**config.mk**
```make
export PLATFORM = sky130hd
export DESIGN_NAME = swp_top
export DESIGN_NICKNAME = d
export VERILOG_FILES = /design/src/hdl/swp_sync.v /design/src/hdl/swp_wcycle.v /design/src/hdl/swp_top.v
export VERILOG_INCLUDE_DIRS = /design/src /design/src/hdl
export SDC_FILE = /design/constraint.sdc
export NUM_CORES = 1
export LEC_CHECK = 0
export BUFFER_PORTS_ARGS = -buffer_cell sky130_fd_sc_hd__buf_2
export CORE_MARGIN = 4
export CORE_UTILIZATION = 35
export CTS_CLUSTER_DIAMETER = 100
export CTS_CLUSTER_SIZE = 16
export DETAILED_ROUTE_END_ITERATION = 7
export SETUP_SLACK_MARGIN = 0.2
export SYNTH_ARGS = -nofsm -noshare
export SYNTH_HDL_FRONTEND = slang
export SYNTH_SLANG_ARGS = --single-unit
```
**constraint.sdc**
```tcl
create_clock -name clk_sys -period 9.22 [get_ports clk_sys]
set_input_delay 1.383 -clock clk_sys [delete_from_list [all_inputs] [get_ports clk_sys]]
set_output_delay 1.383 -clock clk_sys [all_outputs]
set_load 0.01 [all_outputs]
```
**src/hdl/swp_consts.vh**
```
// constants for the spi eeprom write-protect block: opcodes, status layout,
// guarded regions and timing counts; included by the top-level design file.
// assumes an 8192-byte array reached over a mode-0 serial link.
`ifndef SWP_CONSTS_VH
`define SWP_CONSTS_VH

// command opcodes
`define SWP_OP_ARRAY_WRITE 8'h02
`define SWP_OP_STATUS_READ 8'h05
`define SWP_OP_STATUS_WRITE 8'h01
`define SWP_OP_LATCH_SET 8'h06
`define SWP_OP_LATCH_CLEAR 8'h04

// status register bit positions
`define SWP_SR_ENABLE_BIT 7
`define SWP_SR_GUARD_HI_BIT 3
`define SWP_SR_GUARD_LO_BIT 2
`define SWP_SR_LATCH_BIT 1
`define SWP_SR_BUSY_BIT 0

// guard encodings and region starts (address bits 12:11)
`define SWP_GUARD_NONE 2'h0
`define SWP_GUARD_QUARTER 2'h1
`define SWP_GUARD_HALF 2'h2
`define SWP_GUARD_ALL 2'h3
`define SWP_ADDR_W 13
`define SWP_QUARTER_START 13'h1800
`define SWP_HALF_START 13'h1000

// frame byte counts
`define SWP_LEN_LATCH_CMD 3'h1
`define SWP_LEN_STATUS_WRITE 3'h2
`define SWP_LEN_ARRAY_WRITE 3'h4

// internal write cycle length in clk_sys cycles
`define SWP_WR_CYCLES 4000

// synchroniser reset value: {cs_n, sck, si, wp_n}
`define SWP_SYNC_RST 4'h9

`endif

```
**src/hdl/swp_sync.v**
```verilog
// two-flop synchroniser for a group of pin inputs.
// assumes the inputs are unrelated to clk_sys.
`timescale 1ns/100ps
module swp_sync #(
  parameter W       = 4,
  parameter RST_VAL = 4'h0
) (
  input  wire         clk_sys,  // system clock
  input  wire         sys_rst,  // async reset, active high
  input  wire [W-1:0] d_in,     // raw pin levels
  output wire [W-1:0] d_out     // synchronised levels
);

  reg [W-1:0] meta_q;
  reg [W-1:0] sync_q;

  // first stage feeds only the second stage
  always @(posedge clk_sys or posedge sys_rst)
  begin
    if (sys_rst)
    begin
      meta_q <= RST_VAL;
      sync_q <= RST_VAL;
    end
    else
    begin
      meta_q <= d_in;
      sync_q <= meta_q;
    end
  end

  assign d_out = sync_q;

endmodule

```
**src/hdl/swp_wcycle.v**
```verilog
// self-timed internal write cycle: busy from start until a done pulse.
// assumes start is a one-cycle pulse issued only while idle.
`timescale 1ns/100ps
module swp_wcycle #(
  parameter CYCLES = 4000,
  parameter CW     = 24
) (
  input  wire clk_sys,  // system clock
  input  wire sys_rst,  // async reset, active high
  input  wire start,    // one-cycle start pulse
  output reg  busy_q,   // cycle in progress
  output reg  done_q    // one-cycle end pulse
);

  // last count value, cut to the counter width on purpose
  localparam integer  LAST_I = CYCLES - 1;
  localparam [CW-1:0] LAST   = LAST_I[CW-1:0];

  reg [CW-1:0] cnt_q;

  // count the cycle out, then flag completion
  always @(posedge clk_sys or posedge sys_rst)
  begin
    if (sys_rst)
    begin
      busy_q <= 1'b0;
      done_q <= 1'b0;
      cnt_q  <= {CW{1'b0}};
    end
    else
    begin
      done_q <= 1'b0;
      if (!busy_q && start)
      begin
        busy_q <= 1'b1;
        cnt_q  <= {CW{1'b0}};
      end
      else if (busy_q)
      begin
        if (cnt_q == LAST)
        begin
          busy_q <= 1'b0;
          done_q <= 1'b1;
        end
        else
          cnt_q <= cnt_q + 1'b1;
      end
    end
  end

endmodule

```
**src/hdl/swp_top.v**
```verilog
// write-protect logic of a serial eeprom: decodes the latch, status and
// array-write commands; status writes are gated by latch and by the pin while the enable bit is set, array writes by latch and guard.
// assumes a mode-0 link sampled by clk_sys, far slower than clk_sys.
`timescale 1ns/100ps
`include "swp_consts.vh"
module swp_top #(
  parameter WR_CYCLES = `SWP_WR_CYCLES
) (
  input  wire        clk_sys,           // system clock
  input  wire        sys_rst,           // async reset, active high
  input  wire        spi_sck,           // serial clock pin
  input  wire        spi_cs_n,          // chip select pin, active low
  input  wire        spi_si,            // serial data in pin
  input  wire        wp_n,              // write-protect pin, active low
  input  wire        nv_enable_in,      // stored enable bit image
  input  wire [1:0]  nv_guard_in,       // stored guard bits image
  output reg         spi_so_q,          // serial data out level
  output reg         spi_so_oe_n_q,     // data out enable, low drives
  output reg         hw_protect_enable, // enable bit, status bit 7
  output reg         block_guard_hi,    // guard bit, status bit 3
  output reg         block_guard_lo,    // guard bit, status bit 2
  output reg         write_latch_flag,  // write latch, status bit 1
  output reg         write_busy_flag,   // write cycle busy, status bit 0
  output reg         hw_lock_q,         // hardware protection active
  output reg         active_q,          // left standby after select fall
  output reg         nv_commit_q,       // pulse: guard bits stored
  output reg         arr_commit_q,      // pulse: array write started
  output reg [12:0]  arr_addr_q         // start address of array write
);

  // synchronised pins
  wire [3:0] pin_s;
  wire       cs_s  = pin_s[3];
  wire       sck_s = pin_s[2];
  wire       si_s  = pin_s[1];
  wire       wp_s  = pin_s[0];

  swp_sync #(
    .W       (4),
    .RST_VAL (`SWP_SYNC_RST)
  ) u_sync (
    .clk_sys (clk_sys),
    .sys_rst (sys_rst),
    .d_in    ({spi_cs_n, spi_sck, spi_si, wp_n}),
    .d_out   (pin_s)
  );

  reg        sck_prev_q;
  reg        cs_prev_q;
  reg        cs_seen_high_q;
  reg        nv_load_q;
  reg [7:0]  shift_in_q;
  reg [2:0]  bit_cnt_q;
  reg [2:0]  byte_cnt_q;
  reg [7:0]  opcode_q;
  reg [7:0]  sr_data_q;
  reg [15:0] addr_q;
  reg        rdsr_q;
  reg [7:0]  shift_out_q;
  reg        pend_status_q;
  reg        pend_enable_q;
  reg [1:0]  pend_guard_q;
  reg        start_q;
  reg        guarded;
  reg [1:0]  guard_d;

  wire cyc_busy;
  wire cyc_done;

  swp_wcycle #(
    .CYCLES (WR_CYCLES),
    .CW     (24)
  ) u_wcycle (
    .clk_sys (clk_sys),
    .sys_rst (sys_rst),
    .start   (start_q),
    .busy_q  (cyc_busy),
    .done_q  (cyc_done)
  );

  // edges seen on the sampled link
  wire sck_rise  = sck_s & ~sck_prev_q;
  wire sck_fall  = ~sck_s & sck_prev_q;
  wire cs_rise   = cs_s & ~cs_prev_q;
  wire cs_fall   = ~cs_s & cs_prev_q;
  wire in_frame  = active_q & ~cs_s & ~cs_prev_q;
  wire bit_take  = in_frame & sck_rise;
  wire byte_done = bit_take & (bit_cnt_q == 3'h7);
  wire [7:0] byte_in = {shift_in_q[6:0], si_s};
  wire aligned   = (bit_cnt_q == 3'h0);
  wire frame_end = active_q & cs_rise;

  wire hw_lock = hw_protect_enable & ~wp_s;

  // status byte, unused positions read zero
  wire [7:0] status = {hw_protect_enable, 3'h0, block_guard_hi,
                       block_guard_lo, write_latch_flag, write_busy_flag};

  always @*
  begin
    guard_d = {block_guard_hi, block_guard_lo};
    case (guard_d)
      `SWP_GUARD_NONE:    guarded = 1'b0;
      `SWP_GUARD_QUARTER: guarded = (addr_q[12:0] >= `SWP_QUARTER_START);
      `SWP_GUARD_HALF:    guarded = (addr_q[12:0] >= `SWP_HALF_START);
      `SWP_GUARD_ALL:     guarded = 1'b1;
      default:            guarded = 1'b1;
    endcase
  end

  // edge history and power-up arming
  always @(posedge clk_sys or posedge sys_rst)
  begin
    if (sys_rst)
    begin
      sck_prev_q     <= 1'b0;
      cs_prev_q      <= 1'b1;
      cs_seen_high_q <= 1'b0;
      active_q       <= 1'b0;
      hw_lock_q      <= 1'b0;
    end
    else
    begin
      sck_prev_q <= sck_s;
      cs_prev_q  <= cs_s;
      hw_lock_q  <= hw_lock;
      if (cs_s)
        cs_seen_high_q <= 1'b1;
      if (cs_fall && cs_seen_high_q)
        active_q <= 1'b1;
    end
  end

  // input shifter and byte decode
  always @(posedge clk_sys or posedge sys_rst)
  begin
    if (sys_rst)
    begin
      shift_in_q <= 8'h00;
      bit_cnt_q  <= 3'h0;
      byte_cnt_q <= 3'h0;
      opcode_q   <= 8'h00;
      sr_data_q  <= 8'h00;
      addr_q     <= 16'h0000;
    end
    else if (cs_s)
    begin
      bit_cnt_q  <= 3'h0;
      byte_cnt_q <= 3'h0;
    end
    else if (bit_take)
    begin
      shift_in_q <= byte_in;
      bit_cnt_q  <= bit_cnt_q + 3'h1;
      if (byte_done)
      begin
        if (byte_cnt_q != `SWP_LEN_ARRAY_WRITE)
          byte_cnt_q <= byte_cnt_q + 3'h1;
        case (byte_cnt_q)
          3'h0:
          begin
            opcode_q <= byte_in;
          end
          3'h1:
          begin
            sr_data_q     <= byte_in;
            addr_q[15:8]  <= byte_in;
          end
          3'h2:
          begin
            addr_q[7:0] <= byte_in;
          end
          default:
          begin
            addr_q <= addr_q;
          end
        endcase
      end
    end
  end

  // status read-out, shifted on falling clock
  always @(posedge clk_sys or posedge sys_rst)
  begin
    if (sys_rst)
    begin
      spi_so_q      <= 1'b0;
      spi_so_oe_n_q <= 1'b1;
      rdsr_q        <= 1'b0;
      shift_out_q   <= 8'h00;
    end
    else if (cs_s || !active_q)
    begin
      spi_so_oe_n_q <= 1'b1;
      rdsr_q        <= 1'b0;
    end
    else
    begin
      if (byte_done && (rdsr_q || (byte_cnt_q == 3'h0 &&
          byte_in == `SWP_OP_STATUS_READ)))
      begin
        rdsr_q      <= 1'b1;
        shift_out_q <= status;
      end
      else if (in_frame && sck_fall && rdsr_q)
      begin
        spi_so_q      <= shift_out_q[7];
        spi_so_oe_n_q <= 1'b0;
        shift_out_q   <= {shift_out_q[6:0], 1'b0};
      end
    end
  end

  // command execution at the end of a frame
  always @(posedge clk_sys or posedge sys_rst)
  begin
    if (sys_rst)
    begin
      write_latch_flag  <= 1'b0;
      write_busy_flag   <= 1'b0;
      hw_protect_enable <= 1'b0;
      block_guard_hi    <= 1'b0;
      block_guard_lo    <= 1'b0;
      nv_load_q         <= 1'b1;
      nv_commit_q       <= 1'b0;
      arr_commit_q      <= 1'b0;
      arr_addr_q        <= 13'h0000;
      pend_status_q     <= 1'b0;
      pend_enable_q     <= 1'b0;
      pend_guard_q      <= 2'h0;
      start_q           <= 1'b0;
    end
    else
    begin
      start_q         <= 1'b0;
      arr_commit_q    <= 1'b0;
      nv_commit_q     <= 1'b0;
      write_busy_flag <= cyc_busy | start_q;
      if (nv_load_q)
      begin
        nv_load_q         <= 1'b0;
        hw_protect_enable <= nv_enable_in;
        block_guard_hi    <= nv_guard_in[1];
        block_guard_lo    <= nv_guard_in[0];
      end
      else if (cyc_done)
      begin
        write_latch_flag <= 1'b0;
        pend_status_q    <= 1'b0;
        if (pend_status_q)
        begin
          hw_protect_enable <= pend_enable_q;
          block_guard_hi    <= pend_guard_q[1];
          block_guard_lo    <= pend_guard_q[0];
          nv_commit_q       <= 1'b1;
        end
      end
      else if (frame_end && aligned && !write_busy_flag)
      begin
        case (opcode_q)
          `SWP_OP_LATCH_SET:
          begin
            if (byte_cnt_q == `SWP_LEN_LATCH_CMD)
              write_latch_flag <= 1'b1;
          end
          `SWP_OP_LATCH_CLEAR:
          begin
            if (byte_cnt_q == `SWP_LEN_LATCH_CMD)
              write_latch_flag <= 1'b0;
          end
          `SWP_OP_STATUS_WRITE:
          begin
            if (byte_cnt_q == `SWP_LEN_STATUS_WRITE &&
                write_latch_flag && !hw_lock)
            begin
              start_q       <= 1'b1;
              pend_status_q <= 1'b1;
              pend_enable_q <= sr_data_q[`SWP_SR_ENABLE_BIT];
              pend_guard_q  <= {sr_data_q[`SWP_SR_GUARD_HI_BIT],
                                sr_data_q[`SWP_SR_GUARD_LO_BIT]};
            end
          end
          `SWP_OP_ARRAY_WRITE:
          begin
            if (byte_cnt_q == `SWP_LEN_ARRAY_WRITE &&
                write_latch_flag && !guarded)
            begin
              start_q      <= 1'b1;
              arr_commit_q <= 1'b1;
              arr_addr_q   <= addr_q[12:0];
            end
          end
          default:
          begin
            start_q <= 1'b0;
          end
        endcase
      end
    end
  end

endmodule

```
==> run summary <==
dominant cells by area after synthesis -> dfrtp_1 (53%), mux2_2 (7.4%), nand2_1 (5.6%)
total number of H-tree levels -> 3
post-synthesis average cell area -> 11.3 um^2
Die Footprint -> 0.0160 mm^2
top-count cell post-synth -> dfrtp_1
routed vias -> 3242
clock-pin transition on the worst setup and hold timing paths -> 0.07 ns
cts hold-fix bufs -> 0
IO Port Bufs -> 32
total track usage -> 12.6%
TritonCTS clock tree -> yes
first-pass GRT wire length -> 16400 um
worst voltage drop across the vdd grid -> 91.8 uV
number of nets in the synthesized netlist -> 449
Vias/cell -> 5.04
Max Freq -> 353 MHz
post-cts gate resize count -> 0
clock buffer depth -> 2
number of register bits inferred by synthesis -> 111
standard-cell rows -> 42
detailed-router iteration count before antenna repair -> 4
endpoint kind of the worst setup timing path -> flop
crit path from -> u_sync.d_out[3]
start of the worst register-to-register path -> u_sync.d_out[3]
Final Hold Fails -> 0
slew at the pin with the worst max-slew slack -> 1.25 ns
setup violation total in the final timing report -> 0
final antenna diode count -> 0
average routed wire per standard cell -> 14.7 um
fin. max-slew vios -> 0
number of warnings reported in the yosys synthesis log -> 0
setup tns final -> 0 ns
WS Path Type -> flop to flop
clk_lat worst skew -> 0.35 ns
end-of-flow core utilization -> 40.9%
end point of the critical path -> shift_out_q[2]
relative slew slack -> 15.9%
number of flops mapped to enable cells by yosys -> 0
vertical extent of the die -> 126 um
CP Data Arrival Time -> 3.07 ns
primary flip-flop cell chosen by synthesis mapping -> dfrtp_1
number of DRC markers in iteration 0 -> 246
non-filler cells in the finished layout -> 643
type of element launching the critical path -> flop
remaining antenna violation count after routing -> 0
number of clock sinks -> 111
Overflow after GRT -> 0
final setup skew -> 0.00591 ns
number of different library cells in the post-synthesis netlist -> 54
DRC violations left -> 0
Final Wtd Congestion -> 0.809
most frequent cells after synthesis -> dfrtp_1 (104), nand2_1 (73), mux2_2 (32)
maximum fanout along the worst path -> 13
portion of the clock cycle consumed by the worst path in the final layout -> 30.8%
min setup slack post-route -> 6.38 ns
cell chosen for the clock root -> clkbuf_16
static leakage -> 2.70 nW
max cap viols -> 0
placed cell count -> 627
Synth top area share -> 53.1%
number of CTS-inserted buffers -> 9
shortest clock period the worst path allows after layout -> 2.84 ns
result of the run -> complete, no violations
via count of the first global-routing pass -> 3277
synthesized area -> 0.00490 mm^2
critical path data required time -> 9.46 ns
synthesized instance count -> 432
number of placed I/O pins -> 33
starting utilization of the core area -> 36.4%
RSZ-0062 raised after global routing -> no
placed wire-length estimate -> 6450 um
capture point of the worst reg-to-reg path -> shift_out_q[2]
worst reg2reg path depth -> 5
Final Net Count -> 479
Core Footprint -> 0.0135 mm^2
Synth-to-Final Area Change -> 12.3%
die extent in x -> 126 um
setup fix buffers added after clock tree synthesis -> 0
initial antenna violation count -> 0
maximum number of pins on one net before global-route repair -> 61
post-synthesis sequential area ratio -> 56.9%
fraction of final layout cells sized beyond drive strength 1 -> 23.1%
pre-CTS WS -> 6.35 ns
R2R setup slack -> 6.38 ns
Async SR Flop Fraction -> 100%
sum of routed wire length over all layers -> 9420 um
ratio of total power to cell area -> 164 mW/mm^2
path class of the lowest-slack min-delay path -> flop to flop
Yosys top cell by area -> dfrtp_1
==> placed cells by master, fill, tap and decap left out, drive strengths merged, types with 11 or more instances in the layout <==
cell / netlist / routed
dfrtp: 104 / 104
inv: 13 / 15
nand3: 13 / 13
o21ai: 14 / 14
buf: 4 / 35
nand4: 11 / 11
mux2: 42 / 42
nand2: 73 / 73
nor2: 23 / 23
==> state kept, by name (all words and copies together) (netlist names), 2 cells and up <==
signal and flops:
u_wcycle.cnt_q 24, addr_q 14, arr_addr_q 13, opcode_q 8, shift_out_q 8, shift_in_q 7
u_sync.d_out 4, u_sync.meta_q 4, bit_cnt_q 3, byte_cnt_q 3, pend_guard_q 2
==> power breakdown <==
part	switching, mW	total [mW]	internal, mW
clock	0.177	0.363	0.186
combinational	0.0178	0.0264	0.00853
sequential	0.0139	0.511	0.497
total	0.208	0.900	0.691
==> worst max-delay path, cell delays in order, from the launching register on <==
cell      delay [ns]
dfstp_2         0.43
nand2b_1        0.24
nor4b_2         0.96
and2_1          0.37
o21a_1          0.36
mux2_2          0.37
==> worst min-delay path by stage <==
stage / startpoint / end / slack, ns / cells past startpoint
finish: u_sync.meta_q[1] / u_sync.d_out[1] / 0.36 / 0
global route: u_sync.meta_q[3] / u_sync.d_out[3] / 0.36 / 0
CTS: u_sync.meta_q[3] / u_sync.d_out[3] / 0.36 / 0
detailed placement: u_sync.meta_q[1] / u_sync.d_out[1] / 0.34 / 0
global placement: u_sync.meta_q[2] / u_sync.d_out[2] / 0.34 / 0
floorplan: u_sync.meta_q[1] / u_sync.d_out[1] / 0.33 / 0
==> stage by stage <==
step	hold WS, ns	power [mW]	instance area, um^2
2_1_floorplan	0.331	0.533	4900
3_3_place_gp	0.337	0.547	5230
3_5_place_dp	0.343	0.548	5230
4_1_cts	0.359	0.920	5500
5_1_grt	0.363	0.943	5500
6_report	0.357	0.900	5500
==> cells by family after synthesis <==
logic type	share of synthesized area, %
buf+inv	2.73
xor+xnor	2.15
mux	12.1
compound gates	5.77
fa+ha+maj	2.04
flops	56.9
other cells	0.0765
simple gates	18.3
==> layout make-up <==
cell class                      instances  area [um^2]
Clock buffer                           10          229
Clock inverter                          6         46.3
Fill cell                            1309         7950
Inverter                               13         51.3
Multi-Input combinational cell        292         1990
Sequential cell                       111         2790
Tap cell                              176          220
Timing Repair Buffer                   35          183
==> layer usage <==
| layer | global-route usage [%] | part of all wire [%] | vias to the layer above | routed length, um |
|---|---|---|---|---|
| met5 | 0 | 0 | - | 0 |
| met4 | 3.91 | 0.88 | 0 | 83 |
| met3 | 3.74 | 3.1 | 5 | 294 |
| met2 | 20.2 | 49 | 40 | 4630 |
| met1 | 16.4 | 47 | 1624 | 4410 |
| li1 | - | - | 1573 | - |
(Power assumes the default switching activity.)
